<file path="src/pkg/snr_map.svh">
/*
  Opcodes, feature addresses, field positions, column limits and phase
  lengths of the serial NAND command block.
  Assumes the includer uses these only as sized constants.
*/
`ifndef SNR_MAP_SVH
`define SNR_MAP_SVH

// ----------------------------------------------------------------------
// Opcodes
// ----------------------------------------------------------------------
`define SNR_OP_LATCH_SET 8'h06
`define SNR_OP_LATCH_CLEAR 8'h04
`define SNR_OP_GET_FEAT 8'h0f
`define SNR_OP_PAGE_READ 8'h13
`define SNR_OP_READ 8'h03
`define SNR_OP_READ_FAST 8'h0b
`define SNR_OP_READ_X2 8'h3b
`define SNR_OP_READ_X4 8'h6b
`define SNR_OP_READ_DIO 8'hbb
`define SNR_OP_READ_QIO 8'heb
`define SNR_OP_READ_DTR 8'hee
`define SNR_OP_READ_ID 8'h9f
`define SNR_OP_RESET 8'hff
`define SNR_OP_PROG_EXEC 8'h10
`define SNR_OP_ERASE 8'hd8

// ----------------------------------------------------------------------
// Feature addresses and bit positions
// ----------------------------------------------------------------------
`define SNR_FEAT_CFG 8'hb0
`define SNR_FEAT_STATUS 8'hc0
`define SNR_CFG_QE_BIT 0
`define SNR_CFG_ECC_BIT 4
`define SNR_CFG_OTP_BIT 6
`define SNR_STS_BUSY_BIT 0
`define SNR_STS_WEL_BIT 1

// ----------------------------------------------------------------------
// Column layout
// ----------------------------------------------------------------------
`define SNR_COL_MAIN 12'h800
`define SNR_COL_SPARE 12'h040
`define SNR_COL_ECC 12'h040
`define SNR_UID_SPAN 12'h200

// ----------------------------------------------------------------------
// Phase lengths, in edges for address and in clocks for dummy
// ----------------------------------------------------------------------
`define SNR_OPCODE_LAST 5'd7
`define SNR_EDGES_COL 5'd16
`define SNR_EDGES_COL_DIO 5'd8
`define SNR_EDGES_COL_QIO 5'd4
`define SNR_EDGES_COL_DTR 5'd8
`define SNR_EDGES_FEAT 5'd8
`define SNR_EDGES_ROW 5'd24
`define SNR_DUMMY_STD 4'd8
`define SNR_DUMMY_DIO 4'd4
`define SNR_DUMMY_QIO 4'd4
`define SNR_DUMMY_DTR 4'd8
`define SNR_DUMMY_ID 4'd8

`endif

</file>
<file path="src/pkg/snr_pkg.sv">
/*
  Types shared by the serial NAND command block.
  Assumes snr_map.svh supplies all numeric constants.
*/
package snr_pkg;

  typedef enum logic [2:0] {
    SNR_IDLE,
    SNR_ADDR,
    SNR_DUMMY,
    SNR_DATA,
    SNR_SKIP
  } snr_state_e;

  typedef enum logic [1:0] {
    SNR_SRC_NONE,
    SNR_SRC_CACHE,
    SNR_SRC_FEAT,
    SNR_SRC_ID
  } snr_src_e;

  typedef struct packed {
    logic [4:0] addr_edges;
    logic [3:0] dummy;
    logic [2:0] in_lanes;
    logic [2:0] out_lanes;
    logic dtr;
    logic quad_only;
    snr_src_e src;
  } snr_cmd_s;

  typedef struct packed {
    logic sclk_m;
    logic sclk_s;
    logic sclk_d;
    logic cs_m;
    logic cs_s;
    logic [3:0] io_m;
    logic [3:0] io_s;
    snr_state_e st;
    logic [7:0] op;
    logic [31:0] sh;
    logic [4:0] cnt;
    logic [11:0] col;
    logic [11:0] cache_addr;
    logic [7:0] feat_addr;
    logic fetch_on;
    logic fetch_pend;
    logic [7:0] out_sh;
    logic [3:0] out_left;
    logic [3:0] io_out;
    logic [3:0] io_oe;
    logic write_enable_latch;
    logic busy;
    logic uid_mode;
    logic array_load;
    logic array_alter;
    logic array_erase;
    logic array_abort;
    logic [23:0] array_addr;
  } snr_reg_s;

endpackage

</file>
<file path="src/snr_byte_buffer.sv">
/*
  Two-entry buffer with valid and ready on both sides.
  Assumes one clock domain; i_clear empties it and wins over a push.
*/
`timescale 1ns/1ps
module snr_byte_buffer #(
  parameter int W = 8
) (
  input wire logic i_clk_sys,
  input wire logic i_rst_n,
  input wire logic i_clear,
  input wire logic i_valid,
  output logic o_ready,
  input wire logic [W-1:0] i_data,
  output logic o_valid,
  input wire logic i_ready,
  output logic [W-1:0] o_data
);

  typedef struct packed {
    logic [1:0][W-1:0] mem;
    logic wr;
    logic rd;
    logic [1:0] count;
  } snr_buf_s;

  snr_buf_s r;
  snr_buf_s n;
  logic do_push;
  logic do_pop;

  assign o_ready = (r.count != 2'd2);
  assign o_valid = (r.count != 2'd0);
  assign o_data = r.mem[r.rd];

  always_comb
  begin
    n = r;
    do_push = i_valid && o_ready;
    do_pop = i_ready && o_valid;
    if (do_push)
    begin
      n.mem[r.wr] = i_data;
      n.wr = ~r.wr;
    end
    if (do_pop)
    begin
      n.rd = ~r.rd;
    end
    if (do_push && !do_pop)
    begin
      n.count = r.count + 2'd1;
    end
    else if (do_pop && !do_push)
    begin
      n.count = r.count - 2'd1;
    end
    if (i_clear)
    begin
      n.wr = 1'b0;
      n.rd = 1'b0;
      n.count = 2'd0;
    end
  end

  always_ff @(posedge i_clk_sys or negedge i_rst_n)
  begin
    if (!i_rst_n)
    begin
      r <= '0;
    end
    else
    begin
      r <= n;
    end
  end

endmodule

</file>
<file path="src/snr_nand_cmd.sv">
/*
  Serial NAND command logic: write-enable latch, page read to cache,
  cache reads in x1, x2, x4, dual, quad and quad DTR, ID and serial number.
  Assumes the host's serial clock is far slower than i_clk_sys (at least
  eight system clocks per serial clock) and that cache, array and feature
  inputs live on i_clk_sys.
*/
// Functional notes
// - Latch-set opcode sets the write-enable latch.
// - Reset command clears the write-enable latch.
// - Latch-clear opcode clears the write-enable latch.
// - Program or erase start clears the write-enable latch.
// - Page read takes 24 address bits, loads array page, busy until done.
// - Get-features is accepted while busy so status can be polled.
// - Cache output starts at given column and wraps at page section end.
// - x4, quad-address and quad DTR reads need quad enable set.
// - Quad enable is bit 0 of feature register B0.
// - With ECC on, read continues through 64 extra ECC bytes before wrap.
// - Dual read takes 4 dummy bits, 12 column bits, 4 dummy clocks, x2.
// - Dual read shifts data out two bits per clock on lines 0 and 1.
// - Quad read takes address and dummy over four lines, data four bits.
// - Dual and quad reads increment the column after every byte.
// - Quad DTR moves address and data on both serial clock edges.
// - Quad DTR address rolls over to zero after the highest column.
// - ID opcode returns maker code then part code, MSB first.
// - Serial number in bytes 0 to 15, complement in 16 to 31.
// - Sixteen copies of the serial number pair, 32 bytes each.
// - Reset aborts array work and clears latch and busy.
// - Single, x2 and x4 reads take one dummy byte of 8 clocks.
// - Their 16-clock column phase holds 4 dummy then 12 address bits.
`timescale 1ns/1ps
`include "snr_map.svh"
module snr_nand_cmd #(
  parameter logic [7:0] MAKER_CODE = 8'h5a,
  parameter logic [7:0] PART_CODE = 8'h3c,
  parameter logic [127:0] UNIQUE_SERIAL = 128'h0123_4567_89ab_cdef_fedc_ba98_7654_3210
) (
  input wire logic i_clk_sys,
  input wire logic i_rst_n,
  input wire logic i_sclk,
  input wire logic i_cs_n,
  input wire logic [3:0] i_io,
  input wire logic i_quad_io_enable,
  input wire logic i_ecc_enable,
  input wire logic i_otp_enable,
  input wire logic [7:0] i_cache_data,
  input wire logic i_array_done,
  output logic [3:0] o_io_out,
  output logic [3:0] o_io_oe,
  output logic [11:0] o_cache_addr,
  output logic o_array_load,
  output logic o_array_alter,
  output logic o_array_erase,
  output logic o_array_abort,
  output logic [23:0] o_array_addr,
  output logic o_busy,
  output logic o_write_enable_latch
);
  // The identity codes and serial number defaults above are arbitrary.

  // ----------------------------------------------------------------------
  // Helpers
  // ----------------------------------------------------------------------
  function automatic snr_pkg::snr_cmd_s decode(input logic [7:0] op);
    snr_pkg::snr_cmd_s c;
    c = '0;
    c.in_lanes = 3'd1;
    c.out_lanes = 3'd1;
    case (op)
      `SNR_OP_READ, `SNR_OP_READ_FAST, `SNR_OP_READ_X2, `SNR_OP_READ_X4:
      begin
        c.addr_edges = `SNR_EDGES_COL;
        c.dummy = `SNR_DUMMY_STD;
        c.src = snr_pkg::SNR_SRC_CACHE;
        c.out_lanes = (op == `SNR_OP_READ_X2) ? 3'd2 :
                      (op == `SNR_OP_READ_X4) ? 3'd4 : 3'd1;
        c.quad_only = (op == `SNR_OP_READ_X4);
      end
      `SNR_OP_READ_DIO:
      begin
        c.addr_edges = `SNR_EDGES_COL_DIO;
        c.dummy = `SNR_DUMMY_DIO;
        c.in_lanes = 3'd2;
        c.out_lanes = 3'd2;
        c.src = snr_pkg::SNR_SRC_CACHE;
      end
      `SNR_OP_READ_QIO:
      begin
        c.addr_edges = `SNR_EDGES_COL_QIO;
        c.dummy = `SNR_DUMMY_QIO;
        c.in_lanes = 3'd4;
        c.out_lanes = 3'd4;
        c.quad_only = 1'b1;
        c.src = snr_pkg::SNR_SRC_CACHE;
      end
      `SNR_OP_READ_DTR:
      begin
        c.addr_edges = `SNR_EDGES_COL_DTR;
        c.dummy = `SNR_DUMMY_DTR;
        c.in_lanes = 3'd4;
        c.out_lanes = 3'd4;
        c.dtr = 1'b1;
        c.quad_only = 1'b1;
        c.src = snr_pkg::SNR_SRC_CACHE;
      end
      `SNR_OP_GET_FEAT:
      begin
        c.addr_edges = `SNR_EDGES_FEAT;
        c.src = snr_pkg::SNR_SRC_FEAT;
      end
      `SNR_OP_READ_ID:
      begin
        c.dummy = `SNR_DUMMY_ID;
        c.src = snr_pkg::SNR_SRC_ID;
      end
      `SNR_OP_PAGE_READ, `SNR_OP_PROG_EXEC, `SNR_OP_ERASE:
      begin
        c.addr_edges = `SNR_EDGES_ROW;
      end
      default:
      begin
        c.src = snr_pkg::SNR_SRC_NONE;
      end
    endcase
    return c;
  endfunction

  function automatic logic [31:0] shift_in(input logic [31:0] sh, input logic [3:0] io,
                                           input logic [2:0] w);
    case (w)
      3'd1: return {sh[30:0], io[0]};
      3'd2: return {sh[29:0], io[1:0]};
      default: return {sh[27:0], io[3:0]};
    endcase
  endfunction

  // Single-lane data leaves on line 1; wider modes use the low lines first.
  function automatic logic [3:0] lanes_out(input logic [7:0] b, input logic [2:0] w);
    case (w)
      3'd1: return {2'b00, b[7], 1'b0};
      3'd2: return {2'b00, b[7:6]};
      default: return b[7:4];
    endcase
  endfunction

  function automatic logic [3:0] lanes_oe(input logic [2:0] w);
    case (w)
      3'd1: return 4'b0010;
      3'd2: return 4'b0011;
      default: return 4'b1111;
    endcase
  endfunction

  function automatic logic [11:0] col_next(input logic [11:0] col, input logic ecc);
    logic [11:0] last;
    last = `SNR_COL_MAIN + `SNR_COL_SPARE;
    if (ecc)
    begin
      last = last + `SNR_COL_ECC;
    end
    if (col + 12'd1 >= last)
    begin
      return 12'd0;
    end
    return col + 12'd1;
  endfunction

  function automatic logic [7:0] uid_byte(input logic [11:0] a);
    logic [127:0] sn;
    sn = UNIQUE_SERIAL >> {~a[3:0], 3'b000};
    if (a >= `SNR_UID_SPAN)
    begin
      return 8'h00;
    end
    return a[4] ? ~sn[7:0] : sn[7:0];
  endfunction

  function automatic logic [7:0] feat_byte(input logic [7:0] fa, input logic qe,
                                           input logic ecc, input logic otp,
                                           input logic write_enable_latch, input logic busy);
    logic [7:0] b;
    b = 8'h00;
    if (fa == `SNR_FEAT_CFG)
    begin
      b[`SNR_CFG_QE_BIT] = qe;
      b[`SNR_CFG_ECC_BIT] = ecc;
      b[`SNR_CFG_OTP_BIT] = otp;
    end
    else if (fa == `SNR_FEAT_STATUS)
    begin
      b[`SNR_STS_BUSY_BIT] = busy;
      b[`SNR_STS_WEL_BIT] = write_enable_latch;
    end
    return b;
  endfunction

  // ----------------------------------------------------------------------
  // State
  // ----------------------------------------------------------------------
  snr_pkg::snr_reg_s r;
  snr_pkg::snr_reg_s n;
  snr_pkg::snr_cmd_s cmd;
  snr_pkg::snr_cmd_s nc;
  logic rise;
  logic fall;
  logic in_edge;
  logic out_edge;
  logic push;
  logic pop;
  logic buf_ready;
  logic buf_valid;
  logic [7:0] push_data;
  logic [7:0] buf_data;
  logic [31:0] sh_next;
  logic [23:0] row;
  logic [7:0] op_next;

  snr_byte_buffer #(
    .W(8)
  ) u_buf (
    .i_clk_sys(i_clk_sys),
    .i_rst_n(i_rst_n),
    .i_clear(r.cs_s),
    .i_valid(push),
    .o_ready(buf_ready),
    .i_data(push_data),
    .o_valid(buf_valid),
    .i_ready(pop),
    .o_data(buf_data)
  );

  // ----------------------------------------------------------------------
  // Next state
  // ----------------------------------------------------------------------
  always_comb
  begin
    n = r;
    n.sclk_m = i_sclk;
    n.sclk_s = r.sclk_m;
    n.sclk_d = r.sclk_s;
    n.cs_m = i_cs_n;
    n.cs_s = r.cs_m;
    n.io_m = i_io;
    n.io_s = r.io_m;
    n.array_load = 1'b0;
    n.array_alter = 1'b0;
    n.array_abort = 1'b0;
    push = 1'b0;
    pop = 1'b0;
    cmd = decode(r.op);
    rise = r.sclk_s & ~r.sclk_d;
    fall = ~r.sclk_s & r.sclk_d;
    // The falling edge that closes the opcode clock carries no address nibble.
    in_edge = rise | (fall & cmd.dtr & (r.st == snr_pkg::SNR_ADDR) &
                      (r.cnt != cmd.addr_edges));
    out_edge = fall | (rise & cmd.dtr);
    sh_next = shift_in(r.sh, r.io_s, (r.st == snr_pkg::SNR_IDLE) ? 3'd1 : cmd.in_lanes);
    op_next = sh_next[7:0];
    nc = decode(op_next);
    row = sh_next[23:0];
    if (i_array_done)
    begin
      n.busy = 1'b0;
    end
    case (cmd.src)
      snr_pkg::SNR_SRC_CACHE: push_data = r.uid_mode ? uid_byte(r.cache_addr) : i_cache_data;
      snr_pkg::SNR_SRC_FEAT: push_data = feat_byte(r.feat_addr, i_quad_io_enable,
                                                   i_ecc_enable, i_otp_enable, r.write_enable_latch, r.busy);
      snr_pkg::SNR_SRC_ID: push_data = r.cache_addr[0] ? PART_CODE : MAKER_CODE;
      default: push_data = 8'h00;
    endcase
    // Only one fetch is ever in flight, so a free slot at issue is still free at push.
    if (r.fetch_pend)
    begin
      push = 1'b1;
      n.fetch_pend = 1'b0;
    end
    else if (r.fetch_on && buf_ready)
    begin
      n.fetch_pend = 1'b1;
      n.cache_addr = r.col;
      n.col = col_next(r.col, i_ecc_enable);
    end
    case (r.st)
      snr_pkg::SNR_IDLE:
      begin
        if (rise)
        begin
          n.sh = sh_next;
          n.cnt = r.cnt + 5'd1;
          if (r.cnt == `SNR_OPCODE_LAST)
          begin
            n.op = op_next;
            n.cnt = 5'd0;
            n.st = snr_pkg::SNR_SKIP;
            if (r.busy && op_next != `SNR_OP_GET_FEAT && op_next != `SNR_OP_RESET)
            begin
              n.st = snr_pkg::SNR_SKIP;
            end
            else if (nc.quad_only && !i_quad_io_enable)
            begin
              n.st = snr_pkg::SNR_SKIP;
            end
            else if (op_next == `SNR_OP_LATCH_SET)
            begin
              n.write_enable_latch = 1'b1;
            end
            else if (op_next == `SNR_OP_LATCH_CLEAR)
            begin
              n.write_enable_latch = 1'b0;
            end
            else if (op_next == `SNR_OP_RESET)
            begin
              n.write_enable_latch = 1'b0;
              n.busy = 1'b0;
              n.array_abort = r.busy;
            end
            else if (nc.addr_edges != 5'd0)
            begin
              n.st = snr_pkg::SNR_ADDR;
              n.cnt = nc.addr_edges;
            end
            else if (nc.dummy != 4'd0)
            begin
              n.st = snr_pkg::SNR_DUMMY;
              n.cnt = {1'b0, nc.dummy};
              n.col = 12'd0;
              n.fetch_on = 1'b1;
            end
          end
        end
      end
      snr_pkg::SNR_ADDR:
      begin
        if (in_edge)
        begin
          n.sh = sh_next;
          n.cnt = r.cnt - 5'd1;
          if (r.cnt == 5'd1)
          begin
            n.col = sh_next[11:0];
            n.feat_addr = sh_next[7:0];
            n.st = snr_pkg::SNR_SKIP;
            if (r.op == `SNR_OP_PAGE_READ)
            begin
              n.busy = 1'b1;
              n.array_load = 1'b1;
              n.array_addr = row;
              n.uid_mode = i_otp_enable && (row == 24'h000000);
            end
            else if (r.op == `SNR_OP_PROG_EXEC || r.op == `SNR_OP_ERASE)
            begin
              if (r.write_enable_latch)
              begin
                n.array_alter = 1'b1;
                n.array_erase = (r.op == `SNR_OP_ERASE);
                n.array_addr = row;
                n.busy = 1'b1;
                n.write_enable_latch = 1'b0;
              end
            end
            else if (cmd.dummy != 4'd0)
            begin
              n.st = snr_pkg::SNR_DUMMY;
              n.cnt = {1'b0, cmd.dummy};
              n.fetch_on = 1'b1;
            end
            else
            begin
              n.st = snr_pkg::SNR_DATA;
              n.fetch_on = 1'b1;
            end
          end
        end
      end
      snr_pkg::SNR_DUMMY:
      begin
        if (rise)
        begin
          n.cnt = r.cnt - 5'd1;
          if (r.cnt == 5'd1)
          begin
            n.st = snr_pkg::SNR_DATA;
          end
        end
      end
      snr_pkg::SNR_DATA:
      begin
        if (out_edge)
        begin
          if (r.out_left == 4'd0)
          begin
            if (buf_valid)
            begin
              pop = 1'b1;
              n.io_out = lanes_out(buf_data, cmd.out_lanes);
              n.io_oe = lanes_oe(cmd.out_lanes);
              n.out_sh = buf_data << cmd.out_lanes;
              n.out_left = 4'd8 - {1'b0, cmd.out_lanes};
            end
          end
          else
          begin
            n.io_out = lanes_out(r.out_sh, cmd.out_lanes);
            n.out_sh = r.out_sh << cmd.out_lanes;
            n.out_left = r.out_left - {1'b0, cmd.out_lanes};
          end
        end
      end
      default:
      begin
        n.st = r.st;
      end
    endcase
    // Chip select high ends any transfer; the buffer is flushed with it.
    if (r.cs_s)
    begin
      n.st = snr_pkg::SNR_IDLE;
      n.cnt = 5'd0;
      n.fetch_on = 1'b0;
      n.fetch_pend = 1'b0;
      n.io_oe = 4'b0000;
      n.out_left = 4'd0;
    end
  end

  always_ff @(posedge i_clk_sys or negedge i_rst_n)
  begin
    if (!i_rst_n)
    begin
      r <= '0;
    end
    else
    begin
      r <= n;
    end
  end

  // ----------------------------------------------------------------------
  // Outputs
  // ----------------------------------------------------------------------
  assign o_io_out = r.io_out;
  assign o_io_oe = r.io_oe;
  assign o_cache_addr = r.cache_addr;
  assign o_array_load = r.array_load;
  assign o_array_alter = r.array_alter;
  assign o_array_erase = r.array_erase;
  assign o_array_abort = r.array_abort;
  assign o_array_addr = r.array_addr;
  assign o_busy = r.busy;
  assign o_write_enable_latch = r.write_enable_latch;

endmodule

</file>
<file path="config.mk">
export PLATFORM = sky130hd
export DESIGN_NAME = snr_nand_cmd
export DESIGN_NICKNAME = d
export VERILOG_FILES = /design/src/pkg/snr_pkg.sv /design/src/snr_byte_buffer.sv /design/src/snr_nand_cmd.sv
export VERILOG_INCLUDE_DIRS = /design/src /design/src/pkg
export SDC_FILE = /design/constraint.sdc
export NUM_CORES = 1
export LEC_CHECK = 0
export BUFFER_PORTS_ARGS = -buffer_cell sky130_fd_sc_hd__buf_4
export CORE_ASPECT_RATIO = 2
export CORE_UTILIZATION = 48
export CTS_CLUSTER_SIZE = 25
export DETAILED_ROUTE_END_ITERATION = 10
export MAX_ROUTING_LAYER = met4
export PLACE_DENSITY = 0.65
export SETUP_SLACK_MARGIN = 0.5
export SYNTH_ARGS = -nofsm -noshare
export SYNTH_HDL_FRONTEND = slang
export SYNTH_SLANG_ARGS = --single-unit
export TNS_END_PERCENT = 100
</file>
<file path="constraint.sdc">
create_clock -name i_clk_sys -period 5.9 [get_ports i_clk_sys]
set_input_delay 0 -clock i_clk_sys [delete_from_list [all_inputs] [get_ports i_clk_sys]]
set_output_delay 0 -clock i_clk_sys [all_outputs]
set_load 0.05 [all_outputs]
</file>
==> results.md <==
- Cts bufs inserted: 17
- Pre-CTS WS: ~1600 ps
- Longest Clk Path Bufs: 2
- Flop pwr share: 0.438
- DRC: 0
- Slew @ Worst Pin: slightly above 1000 ps
- Switching share of power: 0.3138
- Core Area: approximately 18000 sq um
- Tot GR Track Use: 0.2807
- I/O Pins: 70
- Post-synth EDFFs: 0
- Gate count after technology mapping: about 1000
- Iter 0 DRT Violations: ~410
- Synthesis Warnings: 0
- CTS tree: built
- CP Capture Type: register
- Synth cell types: 79
- Final Hold Fails: 0
- Met1 Wirelength: between 9000 and 10000 microns
- Resize count post-CTS: 0
- Slew HR: 0.3207
- Internal: roughly 2 mW
- Final period util: 0.7381
- Skew-Pair Late Insertion Delay: 430 ps
- GRT overflow: 0
- Net Sw Power: roughly 0.9 mW
- Synth async-reset ratio: 1.000
- N_diodes: 0
- Hold Crit Class: in2reg
- # setup viols final: 0
- Initial antenna violation count: 0
- RSZ-0062 raised after global routing: no
- Comb pwr share: 0.169
- Ys flop type: dfrtp_1
- Final Util: 0.5449
- Initial core utilization: 0.4913
- Startpoint types: register
- Sequential area share after synthesis: 0.4320
- Period minus WS final: approximately 4400 ps
- Mapped cell area: 9036 sq um
- Largest net degree at the start of global routing: 80
- MaxCap Viol Count: 0
- Worst Path Class, Setup: reg2reg
- Via density: around 6.0
- Metal2 WL: approximately 14000 microns
- Drt total wl: 25360 microns
- Routability-driven placement congestion ratio: around 0.94
- # H-tree levels: 4
- Hold WS: between 30 and 40 ps
- CTS hold repair buffers: 10
- Die area: approximately 19000 sq um
- CTS Sinks: roughly 160
- Clock power frac: 0.394
- Post-CTS setup buffer count: 0
- Mean Syn Cell Area: between 8 and 9 sq um
- Rows: 70
- Critical path peak fanout: 18
- Setup TNS: 0 ps
- Flops & latches, synth: 156
- Syn nets: approximately 1000
- First-pass GRT wire length: 40000 microns
- Routed wl met3: between 600 and 700 microns
- Setup Skew: between 10 and 15 ps
- Fraction of layout instances using a drive strength above 1: 0.1715
- HPWL Detailed: around 19000 microns
- Leak pwr: 4.464 nW
- Vias in the first global route: roughly 7500
- DR WL/cell: approximately 20 microns
- Worst R2R Setup Slack: ~1500 ps
- Post-DRT Antenna Nets: 0
- Clk Tree Root Cell: clkbuf_16
- Die W: between 90 and 100 microns
- DR vias: ~7400
- Die Ht: around 200 microns
- Status: finished, final reports clean
- Top routing layer used: met4
- Max VDD drop: approximately 0.21 mV
- PD cells: ~280 nW/um^2
- Final nets: around 1000
- Clock Pin Slew Worst Setup and Hold Paths: 70 ps
- DR pass1 iterations: 5
- Maximum clock frequency: 229.6 MHz
- Critical Path RT: between 6000 and 7000 ps
- Synth-to-layout area growth: 10.91%
- Final WS setup: around 1500 ps
- Slew Limit Fails: 0
- WP data arrival: 4620 ps
- Buffers added on ports: between 60 and 70
area by class of cell:
class	instances	area, sq um
Sequential cell	156	3904
Inverter	31	116.4
Timing Repair Buffer	91	711.9
Multi-Input combinational cell	716	4420
Fill cell	1754	8371
Clock buffer	18	439.2
Clock inverter	14	160.2
Tap cell	216	270.3
kinds of logic after synthesis:
logic type | share of synthesized area
DFF | 0.4320
and+or+nand+nor | 0.2110
AOI/OAI and AO/OA | 0.1767
xor gates and xnor gates | 0.01842
adders and majority gates | 0.01745
buffers and inverters | 0.07948
muxes | 0.06494
cells in the final DEF, fill, tap and decap left out, types with 7 or more instances in the layout:
cell type and instances:
nor4_1 17, nand3_1 20, ha_1 11, a211oi_1 11, mux2i_1 17, xnor2_1 9
clkbuf_16 17, dlygate4sd3_1 10, dfrtp_1 156, a21oi_1 42, o21ai_0 74, nand2_1 158
xor2_1 10, nand2b_1 7, a22oi_1 7, inv_1 30, nor2_1 79, or3_1 16
and2_1 7, a31oi_1 13, mux2_2 37, buf_4 80, nor3_1 30, o22ai_1 17
and3_1 8
layer usage:
layer  track usage  vias up
met5             -        -
met1        0.2818     3620
li1              -     3553
met4        0.1802        0
met3       0.03384       76
met2        0.5061      180
flip-flops by register name, summed over array words and instances (netlist names), 3 cells and up:
signal / count
o_array_addr: 24
u_buf.r: 20
o_cache_addr: 12
n: 7
o_io_out: 4
r: 80
o_io_oe: 3
per-stage QoR:
stage	total power, mW	cell area (sq um)	instances
2_1_floorplan	1.535	9036	1008
6_report	2.846	10020	1242
3_3_place_gp	1.732	9323	1200
5_1_grt	2.953	10020	1242
3_5_place_dp	1.734	9323	1200
4_1_cts	2.870	10020	1242
cell usage after synthesis, types with 4 or more instances:
library cell / instances / share of area
nor3_1: 30 / 0.017
a22oi_1: 7 / 0.0058
and3_1: 8 / 0.0055
a21oi_1: 42 / 0.023
o22ai_1: 17 / 0.012
nand4_1: 6 / 0.0042
or3_1: 16 / 0.011
xor2_1: 10 / 0.0097
xnor2_1: 9 / 0.0087
o31ai_1: 5 / 0.0042
nand3_1: 20 / 0.011
ha_1: 11 / 0.015
a21o_1: 4 / 0.0033
o21bai_1: 4 / 0.0033
nor4b_1: 5 / 0.0048
nor2b_1: 5 / 0.0035
or4_1: 4 / 0.0033
buf_2: 13 / 0.0072
inv_1: 30 / 0.012
clkbuf_1: 41 / 0.017
o211ai_1: 5 / 0.0042
dfrtp_1: 156 / 0.43
nor4_1: 18 / 0.012
a221oi_1: 5 / 0.0048
a21boi_0: 4 / 0.0033
nand2_1: 158 / 0.066
nor2_1: 79 / 0.033
o21a_1: 4 / 0.0033
a211oi_1: 11 / 0.0091
mux2i_1: 17 / 0.019
nand2b_1: 7 / 0.0048
and2_1: 6 / 0.0042
buf_4: 47 / 0.039
mux2_2: 37 / 0.046
a31oi_1: 13 / 0.0090
o22a_1: 6 / 0.0058
or2_2: 4 / 0.0028
o21ai_0: 74 / 0.041
worst paths after layout:
kind	to	from	cells past startpoint
hold / removal	u_buf.r[18]$_DFFE_PN0P_	i_otp_enable	3
min in group asynchronous	o_cache_addr[10]$_DFFE_PN0P_	i_rst_n	2
hold reg to reg	r[134]$_DFF_PN0_	n[134]$_DFF_PN0_	0
setup reg to reg	r[83]$_DFF_PN0_	r[125]$_DFFE_PN0P_	9
max in group asynchronous	n[144]$_DFF_PN0_	i_rst_n	3
setup / recovery	r[83]$_DFF_PN0_	r[125]$_DFFE_PN0P_	9
critical path, stage by stage, from the launching register on:
cell and delay, ps:
dfrtp_1 500, nand4_1 500, nor4_4 950, nor3_1 180, nor2_1 630, or4_4 300, a2111oi_4 60, or3_1 430
o21ai_2 470, o22ai_1 160
power groups by stage:
stage,clock network (mW),logic (mW),registers [mW]
2_1_floorplan,0,0.311,1.22
3_3_place_gp,0,0.472,1.26
3_5_place_dp,0,0.474,1.26
4_1_cts,1.15,0.482,1.24
5_1_grt,1.18,0.521,1.25
6_report,1.12,0.480,1.25
No activity file was read; power rests on OpenSTA's default activity.
